### src/hdl/readback_pkg.sv
// package: frame layout, register map and reset values of the readback control block
package readback_pkg;
  // ****************************************
  // frame layout
  // ****************************************
  localparam int unsigned FRAME_BITS  = 24;   // bits in one serial frame
  localparam int unsigned COUNT_WIDTH = 5;    // width of the bit counter
  localparam int unsigned ADDR_WIDTH  = 5;    // register address width
  localparam int unsigned DATA_WIDTH  = 16;   // register data width
  localparam logic [COUNT_WIDTH-1:0] FRAME_COUNT = 5'h18;  // full frame length
  // ****************************************
  // readback source control register
  // ****************************************
  localparam logic [ADDR_WIDTH-1:0] READBACK_SOURCE_ADDR = 5'h13;  // own address
  localparam int unsigned REG_WIDTH    = 22;     // implemented register width
  localparam logic [21:0] READBACK_SOURCE_RESET = 22'h130000;  // reset value
  localparam int unsigned FAULT_BIT    = 21;     // fault pin level, read only
  localparam int unsigned ECHO_LSB     = 16;     // address echo field
  localparam int unsigned MODE_LSB     = 5;      // reply format field
  localparam int unsigned SELECT_LSB   = 0;      // reply source index field
  localparam logic [ADDR_WIDTH-1:0] SELECT_RESET = 5'h00;  // no_operation_register
  localparam logic [ADDR_WIDTH-1:0] STATUS_ADDR  = 5'h16;  // status register index
  localparam logic [ADDR_WIDTH-1:0] THIRD_ID_ADDR = 5'h1c; // third_identity_word
  // ****************************************
  // reply formats
  // ****************************************
  typedef enum logic [1:0] {
    REPLY_TWO_STAGE   = 2'h0,  // selected register next frame
    REPLY_AUTOSTATUS  = 2'h1,  // status every frame
    REPLY_SHARED      = 2'h2,  // status only after a valid write to any address
    REPLY_ALTERNATE   = 2'h3   // status and echo in turn
  } reply_mode_e;
  // ****************************************
  // frame carrier
  // ****************************************
  typedef struct packed {
    logic [2:0]            spare;  // upper bits, ignored
    logic [ADDR_WIDTH-1:0] addr;   // target register
    logic [DATA_WIDTH-1:0] data;   // register data
  } frame_s;
endpackage

### src/hdl/pin_sync.sv
// module: two flip-flop synchroniser for a group of pins
`timescale 1ns/1ps
module pin_sync #(
  parameter int unsigned WIDTH = 3
) (
  // clock and reset
  input  wire logic             clock,
  input  wire logic             reset_n,
  // pins and synchronised copy
  input  wire logic [WIDTH-1:0] pin_in,
  output logic      [WIDTH-1:0] pin_out
);
  // ****************************************
  // per bit double flop
  // ****************************************
  genvar i;
  generate
    for (i = 0; i < WIDTH; i++) begin : g_bit
      logic first;  // read only by the second stage
      // first and second stage
      always_ff @(posedge clock) begin
        if (!reset_n) begin
          first      <= 1'b0;
          pin_out[i] <= 1'b0;
        end else begin
          first      <= pin_in[i];
          pin_out[i] <= first;
        end
      end
    end
  endgenerate
endmodule

### src/hdl/readback_control.sv
// module: serial readback source and reply format control
`timescale 1ns/1ps
// Function
// - select field holds two-stage target address
// - register at 0x13 resets to 0x130000
// - format field bits 6:5, 00 two-stage default
// - format 01 shifts status every frame
// - format 10 sets flag after valid write
// - format 10 drives status only if flag
// - format 11 alternates status and echoed instruction
// - source index equals target register address
// - source index resets to no-operation register
// - bit 21 reads live fault pin level
module readback_control (
  // clock and reset
  input  wire logic                                clock,
  input  wire logic                                reset_n,
  // serial pins
  input  wire logic                                frame_sel_n,
  input  wire logic                                sclk,
  input  wire logic                                sdi,
  output logic                                     sdo,
  output logic                                     sdo_oe,
  // fault pin level
  input  wire logic                                fault_pin,
  // other registers of the device
  input  wire logic [readback_pkg::DATA_WIDTH-1:0] status_word,
  input  wire logic [readback_pkg::DATA_WIDTH-1:0] readback_word,
  output logic      [readback_pkg::ADDR_WIDTH-1:0] readback_index,
  output logic                                     write_strobe,
  output readback_pkg::frame_s                     write_word
);
  // ****************************************
  // pin synchronisation
  // ****************************************
  logic [3:0] pins_s;   // synchronised fault, active sel, sclk, sdi
  // select enters inverted: the flushed zero then reads as idle, no false edge after reset
  pin_sync #(.WIDTH(4)) u_sync (
    .clock   (clock),
    .reset_n (reset_n),
    .pin_in  ({fault_pin, ~frame_sel_n, sclk, sdi}),
    .pin_out (pins_s)
  );
  wire fault_s = pins_s[3];   // fault level
  wire sel_s   = ~pins_s[2];  // frame select, low active
  wire sclk_s  = pins_s[1];  // serial clock
  wire sdi_s   = pins_s[0];  // serial data in

  // ****************************************
  // edge detection
  // ****************************************
  logic sel_d;   // delayed frame select
  logic sclk_d;  // delayed serial clock
  always_ff @(posedge clock) begin
    if (!reset_n) begin
      sel_d  <= 1'b1;
      sclk_d <= 1'b0;
    end else begin
      sel_d  <= sel_s;
      sclk_d <= sclk_s;
    end
  end
  wire frame_start = sel_d & ~sel_s;              // select falls
  wire frame_end   = ~sel_d & sel_s;              // select rises
  wire sclk_rise   = ~sel_s & ~sclk_d & sclk_s;   // sample sdi
  wire sclk_fall   = ~sel_s & sclk_d & ~sclk_s;   // advance sdo

  // ****************************************
  // register state
  // ****************************************
  readback_pkg::reply_mode_e            mode;         // reply format
  logic [readback_pkg::ADDR_WIDTH-1:0]  select;       // reply source index
  logic                                 write_flag;   // valid write seen
  logic                                 alt_phase;    // 0 status, 1 echo
  logic [readback_pkg::FRAME_BITS-1:0]  last_frame;   // previous instruction
  logic [readback_pkg::FRAME_BITS-1:0]  shift_in;     // receive shifter
  logic [readback_pkg::FRAME_BITS-1:0]  shift_out;    // transmit shifter
  logic [readback_pkg::COUNT_WIDTH-1:0] bit_count;    // bits this frame

  // own register image, fault bit live
  wire [readback_pkg::REG_WIDTH-1:0] own_reg = {fault_s,
      readback_pkg::READBACK_SOURCE_ADDR,
      9'h000, mode, select};

  // ****************************************
  // frame decode
  // ****************************************
  readback_pkg::frame_s rx;  // received frame view
  assign rx = readback_pkg::frame_s'(shift_in);
  wire frame_full  = (bit_count == readback_pkg::FRAME_COUNT);
  wire valid_write = frame_end & frame_full;
  wire own_write   = valid_write & (rx.addr == readback_pkg::READBACK_SOURCE_ADDR);

  // ****************************************
  // reply selection
  // ****************************************
  // selected register; own register answered whole, live fault bit included
  wire own_select = (select == readback_pkg::READBACK_SOURCE_ADDR);
  wire [readback_pkg::FRAME_BITS-1:0] two_stage_word = own_select ?
      {2'h0, own_reg} : {3'h0, select, readback_word};
  wire [readback_pkg::FRAME_BITS-1:0] status_reply =
      {3'h0, readback_pkg::STATUS_ADDR, status_word};
  wire [readback_pkg::FRAME_BITS-1:0] reply_word =
      (mode == readback_pkg::REPLY_TWO_STAGE) ? two_stage_word :
      (mode == readback_pkg::REPLY_ALTERNATE && alt_phase) ? last_frame :
      status_reply;
  // shared select mode stays silent without a valid write to any address
  wire reply_drive = (mode != readback_pkg::REPLY_SHARED) | write_flag;

  // ****************************************
  // control register
  // ****************************************
  // format and source index written by a full frame to own address
  always_ff @(posedge clock) begin
    if (!reset_n) begin
      mode   <= readback_pkg::REPLY_TWO_STAGE;
      select <= readback_pkg::SELECT_RESET;
    end else if (own_write) begin
      mode   <= readback_pkg::reply_mode_e'(rx.data[readback_pkg::MODE_LSB +: 2]);
      select <= rx.data[readback_pkg::SELECT_LSB +: readback_pkg::ADDR_WIDTH];
    end
  end
  // source index out to the register mux
  always_ff @(posedge clock) begin
    if (!reset_n) begin
      readback_index <= readback_pkg::SELECT_RESET;
    end else begin
      readback_index <= own_write ?
          rx.data[readback_pkg::SELECT_LSB +: readback_pkg::ADDR_WIDTH] : select;
    end
  end

  // ****************************************
  // reply state
  // ****************************************
  // flag set by a valid write, consumed by the next frame; set wins
  always_ff @(posedge clock) begin
    if (!reset_n) begin
      write_flag <= 1'b0;
    end else if (valid_write) begin
      write_flag <= 1'b1;
    end else if (frame_start) begin
      write_flag <= 1'b0;
    end
  end
  // alternate phase and echo capture at frame end
  always_ff @(posedge clock) begin
    if (!reset_n) begin
      alt_phase  <= 1'b0;
      last_frame <= '0;
    end else if (frame_end) begin
      alt_phase  <= (mode == readback_pkg::REPLY_ALTERNATE) ? ~alt_phase : 1'b0;
      last_frame <= shift_in;
    end
  end

  // ****************************************
  // receive shifter
  // ****************************************
  // msb first, sampled on rising serial clock
  always_ff @(posedge clock) begin
    if (!reset_n) begin
      shift_in  <= '0;
      bit_count <= '0;
    end else if (frame_start) begin
      bit_count <= '0;
    end else if (sclk_rise) begin
      shift_in  <= {shift_in[readback_pkg::FRAME_BITS-2:0], sdi_s};
      bit_count <= frame_full ? bit_count : bit_count + 5'h01;
    end
  end

  // ****************************************
  // transmit shifter and pin
  // ****************************************
  // load at select fall, advance on falling serial clock
  always_ff @(posedge clock) begin
    if (!reset_n) begin
      shift_out <= '0;
      sdo       <= 1'b0;
      sdo_oe    <= 1'b0;
    end else if (frame_start) begin
      shift_out <= {reply_word[readback_pkg::FRAME_BITS-2:0], 1'b0};
      sdo       <= reply_word[readback_pkg::FRAME_BITS-1];
      sdo_oe    <= reply_drive;
    end else if (frame_end) begin
      sdo_oe    <= 1'b0;
    end else if (sclk_fall) begin
      shift_out <= {shift_out[readback_pkg::FRAME_BITS-2:0], 1'b0};
      sdo       <= shift_out[readback_pkg::FRAME_BITS-1];
    end
  end

  // ****************************************
  // write hand-off
  // ****************************************
  // every full frame is passed on to the other registers
  always_ff @(posedge clock) begin
    if (!reset_n) begin
      write_strobe <= 1'b0;
      write_word   <= '0;
    end else begin
      write_strobe <= valid_write;
      if (valid_write) begin
        write_word <= rx;
      end
    end
  end
endmodule

### config.mk
export PLATFORM = sky130hd
export DESIGN_NAME = readback_control
export DESIGN_NICKNAME = d
export VERILOG_FILES = /design/src/hdl/readback_pkg.sv /design/src/hdl/pin_sync.sv /design/src/hdl/readback_control.sv
export SDC_FILE = /design/constraint.sdc
export NUM_CORES = 1
export LEC_CHECK = 0
export ABC_CLOCK_PERIOD_IN_PS = 3400
export BUFFER_PORTS_ARGS = -buffer_cell sky130_fd_sc_hd__buf_2
export CAP_MARGIN = 40
export CORE_MARGIN = 2
export CORE_UTILIZATION = 55
export CTS_CLUSTER_DIAMETER = 200
export DETAILED_ROUTE_END_ITERATION = 6
export GPL_ROUTABILITY_DRIVEN = 0
export GPL_TIMING_DRIVEN = 0
export HOLD_SLACK_MARGIN = 0.06
export PLACE_DENSITY = 0.88
export SYNTH_ARGS = -nofsm -noshare
export SYNTH_HDL_FRONTEND = slang
export SYNTH_SLANG_ARGS = --single-unit
### constraint.sdc
create_clock -name clock -period 3.4 [get_ports clock]
set_input_delay 0.68 -clock clock [delete_from_list [all_inputs] [get_ports clock]]
set_output_delay 0.68 -clock clock [all_outputs]
set_load 0.02 [all_outputs]
---- Word level (Yosys, flattened, before mapping) ----
Cells that the tools add are included.
operators by class
  add/subtract/negate cells ............... 1
  equal/unequal tests ..................... 6
  multiplexer cells ....................... 14
  bitwise logic cells ..................... 18
  reduce and logical (&&, ||, !) cells .... 9
operator list
  operator                                      number
  two-way mux 24 bit                            5
  two-way mux 22 bit                            1
  equality test 5 bit, second input constant    3
  NOT 1 bit                                     9
  bitwise AND 1 bit                             8
  two-way mux 1 bit                             8
  AND reduction 2 bit                           3
  nonzero test 2 bit                            3
  adder 5 x 1 -> 5 bit, second input constant   1
  inequality test 2 bit, second input constant  2
  equality test 2 bit, second input constant    1
  logical NOT 2 bit                             1
  OR reduction 2 bit                            1
  logical AND 1 bit                             1
  bitwise OR 1 bit                              1
storage, ports and cells
  bits in registers ....................... 122
  bits of input ports ..................... 38
  word-level logic and storage cells ...... 72

---- Logic depth before layout (Yosys ltp) ----
  depth after elaboration ................. 5
  depth in mapped cells ................... 8
  depth with buffers taken out ............ 6

---- By module ----
Synthesis repeated with hierarchy kept, for this count alone.
second synthesis, totals
  cell total of the unflattened synthesis .. 588
  area total of the unflattened synthesis .. 5177.5 µm²
by module, submodules not included
  module            instances  cells each  area each (µm²)  seq. area each (µm²)
  readback_control  1          572         4967.3           2282.2
  pin_sync          1          16          210.2            160.2

---- Worst setup path after synthesis ----
OpenSTA, ideal clock, no wires.
  path type ............................... register to register
  from .................................... register readback_index[0] (netlist name)
  to ...................................... register shift_out[11] (netlist name)
  library setup time ...................... 136 ps
  arrival time ............................ 1368 ps
  required time ........................... 3264 ps
  slack ................................... 1896 ps
  stages on the path, launching flop included .. 6
  buffers on the path ..................... 1
  period minus slack after synthesis ...... 1504 ps
  cell sequence ........................... dfxtp_1 nand3_1 o31a_4 buf_8 a211oi_2 o31ai_2
RTL lines
  item                    line                     text
  end signal: assignment  readback_control.sv:183  shift_out <= {reply_word[readback_pkg::FRAME_BITS-2:0], 1'b0};
  end signal: assignment  readback_control.sv:189  shift_out <= {shift_out[readback_pkg::FRAME_BITS-2:0], 1'b0};
  end: declaration        readback_control.sv:77   logic [readback_pkg::FRAME_BITS-1:0] shift_out;

---- Worst setup path in the final report ----
  from .................................... register u_sync.pin_out[2]
  to ...................................... register readback_index[1] (netlist name)
on the way
  longest elaborated chain between the ends .. 4
ends and longest elaborated chain
  item                              line                     text
  start: declaration                pin_sync.sv:11           output logic [WIDTH-1:0] pin_out
  start signal: indexed assignment  pin_sync.sv:27           pin_out[i] <= first;
  NOT 1 bit                         readback_control.sv:45   wire sel_s = ~pins_s[2];
  net sel_s                         readback_control.sv:45
  bitwise AND 1 bit                 readback_control.sv:64   wire frame_end = ~sel_d & sel_s;
  net frame_end                     readback_control.sv:64
  bitwise AND 1 bit                 readback_control.sv:91   wire valid_write = frame_end & frame_full;
  bitwise AND 1 bit                 readback_control.sv:92   wire own_write = valid_write & (rx.addr == readback_pkg::READBACK_SOURCE_ADDR);
  end signal: assignment            readback_control.sv:126  readback_index <= readback_pkg::SELECT_RESET;
  end signal: assignment            readback_control.sv:128  readback_index <= own_write ?
  end: declaration                  readback_control.sv:29   output logic [readback_pkg::ADDR_WIDTH-1:0] readback_index,
The timed path passes the listed nets, and every way through them passes these cells.
A chain may end at the register's enable or synchronous reset.

==> metrics.md <==
| Metric | Value |
|---|---|
| TritonCTS clock tree | `built` |
| Final number of max-transition violations | `0` |
| Total instance count after detailed placement | `around 770` |
| Crit path capture type | `flop` |
| Average routed wire per standard cell | `between 15 and 20 microns` |
| Biggest area contributors in the synthesized netlist | `sky130_fd_sc_hd__dfxtp_1 (47%), sky130_fd_sc_hd__nand2_1 (7.9%), sky130_fd_sc_hd__a21oi_1 (6.8%)` |
| Arrival time of the worst setup path | `roughly 2.4 ns` |
| Worst setup path start | `u_sync.pin_out[2]` |
| Nets in the synthesized netlist | `630` |
| Power density of the placed cells | `556 nW/um^2` |
| Clock Skews | `roughly 0.0071 ns` |
| DRC Markers | `0` |
| Slew at the pin closest to its max-slew limit | `0.637 ns` |
| Chip width | `101 microns` |
| Cell count of the worst hold path | `2` |
| Top fanout value on the critical path | `10` |
| Total clock buffers created by CTS | `17` |
| Total number of vias | `4706` |
| Syn. warnings | `0` |
| Type of the worst setup path | `flop to flop` |
| Iteration-0 DRC count of the detailed router | `~330` |
| Most used cells in the layout excluding fill and tap cells | `sky130_fd_sc_hd__dfxtp_1 (122), sky130_fd_sc_hd__nand2_1 (109), sky130_fd_sc_hd__buf_2 (82)` |
| Setup repair after global routing missed its margin | `false` |
| Master cell of the clock root buffer | `sky130_fd_sc_hd__clkbuf_8` |
| Synth Flop Type | `sky130_fd_sc_hd__dfxtp_1` |
| Sum of overflow across all layers after global routing | `0` |
| Buffers and inverters on the worst path | `3` |
| Reg-to-reg critical path endpoint | `readback_index[1]` |
| Internal power component | `about 2.7 mW` |
| Sequential fraction of design power | `0.418` |
| Post-DP Area | `5660 sq um` |
| Critical Path Slowest Stage Cell | `sky130_fd_sc_hd__dfxtp_1` |
| Levels on crit path | `7` |
| Sequential share of the synthesized area | `0.472` |
| Clk_lat worst skew | `~0.53 ns` |
| Number of antenna diodes | `0` |
| Number of filler instances in the final layout | `around 660` |
| Final period utilization | `0.578` |
| GRT Util Overall | `0.279` |
| Area of the die | `roughly 10000 sq um` |
| Switching power of the nets | `around 0.78 mW` |
| Worst EP required | `between 3 and 4 ns` |
| IO buf count | `69` |
| Effective utilization at floorplan | `0.563` |
| Vias in the first global route | `4613` |
| Worst slew margin relative to its limit | `0.576` |
| I/O pin count | `70` |
| Final ANT Viol Nets | `0` |
| Logic gate share of total power | `0.039` |
| Part of the total power dissipated in the clock network | `0.542` |
| Hold buffers post-CTS | `0` |
| Core region area | `9200 sq um` |
| Terminating pin of the worst hold path | `u_sync.g_bit[2].first` |
| Avg Cell Area, Syn | `approximately 8.8 sq um` |
| Number of synthesized flops with an enable pin | `0` |
| Cell taking the most area after synthesis | `sky130_fd_sc_hd__dfxtp_1` |
| Post-CTS clock slew at the launch and capture registers of the worst setup and hold paths | `0.06 ns` |
| Post-layout instance area | `around 6300 sq um` |
| Startpoint of the lowest-slack hold path | `frame_sel_n` |
| Max Root-Sink Buffers | `2` |
| Vertical die dimension | `101 microns` |
| Detailed-placement wirelength estimate | `~9.4 mm` |
| Number of gates resized after cts | `0` |
| Proportion of layout cells with a drive suffix above 1 | `0.227` |
| Standby leakage power | `about 2.5 nW` |
| Worst R2R Start | `u_sync.pin_out[2]` |
| Layout overhead on the synthesized area | `21.3%` |
| Nature of the critical path startpoint | `flop` |
| Area share of the largest cell type after synthesis | `0.472` |
| Commonest non-fill, non-tap cell in the layout | `sky130_fd_sc_hd__dfxtp_1` |
| Library cells used by synthesis | `52` |
| Clk sinks | `122` |
| Net count, final | `718` |
| Switching power as a share of total power | `0.222` |
| Hold Crit Class | `input pin to flop` |
| Largest net degree at the start of global routing | `17` |
| Min cycle time layout | `1.97 ns` |
| Setup Total Neg Slack | `0 ns` |
| Run status | `finished, final reports clean` |
| Total area of sequential cells | `2440 sq um` |
| Layout Cells excl Fill | `approximately 800` |
| Multi-input gate area in the final layout | `roughly 2400 sq um` |
| Total Routed Length | `13.6 mm` |
| Worst supply voltage drop on vdd | `between 200 and 300 uV` |
| Number of levels in the clock H-tree | `4` |
| Post-synthesis cell area | `between 5000 and 6000 sq um` |
| Maximum Capacitance Violations | `0` |
| First-pass GRT wire length | `22.2 mm` |
| Family of cells with the greatest summed delay on the critical path | `buffers and inverters` |
| Final count of negative-setup-slack endpoints | `0` |
| Placement row count | `35` |
| Router iterations before antenna repair | `6` |
| Setup Buffers After CTS | `0` |
| Share of the core filled with cells | `0.683` |
| Fraction of registers with async set or reset after synthesis | `0` |
| Register bit count reported by yosys | `around 120` |
| Critical Path, Cell by Cell | `inv_1 -> ha_1 -> clkbuf_1 -> buf_4 -> nand4_2 -> mux2i_1 -> nor2_1` |
| Average via count per standard cell | `slightly below 6` |
| Number of hold violations in the final report | `0` |
| Minimum setup slack among reg-to-reg paths | `1.43 ns` |
| Maximum clock frequency | `between 500 and 600 MHz` |
| FF-to-FF path depth | `7` |
| Synth Instances | `just under 600` |
| Number of antenna violations at the first check in global routing | `0` |
| Longest individual stage delay on the worst path | `approximately 0.35 ns` |
[power groups by stage]
stage          clock [mW]  combinational (mW)  sequential [mW]
6_report             1.89               0.137             1.46
3_5_place_dp            0               0.133             1.49
4_1_cts              1.89               0.135             1.46
5_1_grt              1.96               0.148             1.46
3_3_place_gp            0               0.128             1.49
2_1_floorplan           0              0.0813             1.49
[cell type report]
| cell class | instances | share of cell area |
|---|---|---|
| Buffer | 45 | 0.0402 |
| Clock buffer | 18 | 0.0681 |
| Clock inverter | 13 | 0.0307 |
| Inverter | 24 | 0.0143 |
| Multi-Input combinational cell | 397 | 0.381 |
| Sequential cell | 122 | 0.389 |
| Tap cell | 111 | 0.0221 |
| Timing Repair Buffer | 69 | 0.0550 |
[kinds of logic (layout without fill, tap and decap cells)]
group | after synthesis | after routing | synth area share
compound gates | 159 | 159 | 0.215
fa+ha+maj | 4 | 4 | 0.00967
buf+inv | 69 | 169 | 0.0662
flops | 122 | 122 | 0.472
simple gates | 199 | 199 | 0.170
mux | 31 | 31 | 0.0599
xor+xnor | 4 | 4 | 0.00677
[how the worst max path moves through the flow]
stage,end,slack (ns)
after floorplan,shift_out[11],1.90
after global placement,last_frame[17],1.56
after detailed placement,last_frame[17],1.53
after CTS,readback_index[1],1.47
after global routing,mode[0],1.35
final,readback_index[1],1.43
[worst reg2reg max path, cell delays in order, from the launching register on]
cell and delay, ns:
sky130_fd_sc_hd__dfxtp_1 0.35, sky130_fd_sc_hd__inv_1 0.07, sky130_fd_sc_hd__ha_1 0.15, sky130_fd_sc_hd__clkbuf_1 0.28, sky130_fd_sc_hd__buf_4 0.27, sky130_fd_sc_hd__nand4_2 0.34, sky130_fd_sc_hd__mux2i_1 0.31, sky130_fd_sc_hd__nor2_1 0.08
[registers in the layout (all words and copies together) (netlist names), 4 cells and up]
name	cells
last_frame	24
rx	24
write_word	24
shift_out	23
bit_count	5
readback_index	5
u_sync.g_bit.first	4
u_sync.pin_out	4
[metal layers]
metal,global-route usage,vias to the layer above,share of wire
met5,0,-,0
met4,0.143,0,0.032
met3,0.0603,43,0.059
met2,0.455,223,0.48
met1,0.346,2216,0.43
li1,-,2224,-
[through the flow]
stage / power (mW) / setup WS, ns / hold WS (ns)
2_1_floorplan: 1.57 / 1.90 / 0.396
5_1_grt: 3.57 / 1.35 / 0.304
4_1_cts: 3.49 / 1.47 / 0.304
3_5_place_dp: 1.62 / 1.53 / 0.425
6_report: 3.49 / 1.43 / 0.306
3_3_place_gp: 1.62 / 1.56 / 0.415
[Yosys cell counts, types with 2 or more instances]
master / n
sky130_fd_sc_hd__dfxtp_1: 122
sky130_fd_sc_hd__nand2_1: 109
sky130_fd_sc_hd__a21oi_1: 70
sky130_fd_sc_hd__nor2_1: 39
sky130_fd_sc_hd__mux2i_1: 31
sky130_fd_sc_hd__inv_1: 22
sky130_fd_sc_hd__nand3_1: 21
sky130_fd_sc_hd__clkbuf_1: 19
sky130_fd_sc_hd__o21ai_0: 14
sky130_fd_sc_hd__a32o_1: 13
sky130_fd_sc_hd__buf_2: 13
sky130_fd_sc_hd__and2_1: 11
sky130_fd_sc_hd__a211oi_2: 10
sky130_fd_sc_hd__o31ai_2: 10
sky130_fd_sc_hd__buf_4: 9
sky130_fd_sc_hd__o21ai_1: 9
sky130_fd_sc_hd__o31ai_1: 5
sky130_fd_sc_hd__a31oi_1: 4
sky130_fd_sc_hd__ha_1: 4
sky130_fd_sc_hd__o211ai_1: 4
sky130_fd_sc_hd__a211oi_1: 3
sky130_fd_sc_hd__buf_6: 3
sky130_fd_sc_hd__o221ai_1: 3
sky130_fd_sc_hd__o22ai_1: 3
sky130_fd_sc_hd__xor2_1: 3
sky130_fd_sc_hd__a21o_1: 2
sky130_fd_sc_hd__a221o_1: 2
sky130_fd_sc_hd__a221oi_1: 2
sky130_fd_sc_hd__and3_1: 2
sky130_fd_sc_hd__inv_2: 2
sky130_fd_sc_hd__nand4_1: 2
sky130_fd_sc_hd__nand4b_1: 2
No activity file was read; power rests on OpenSTA's default activity.
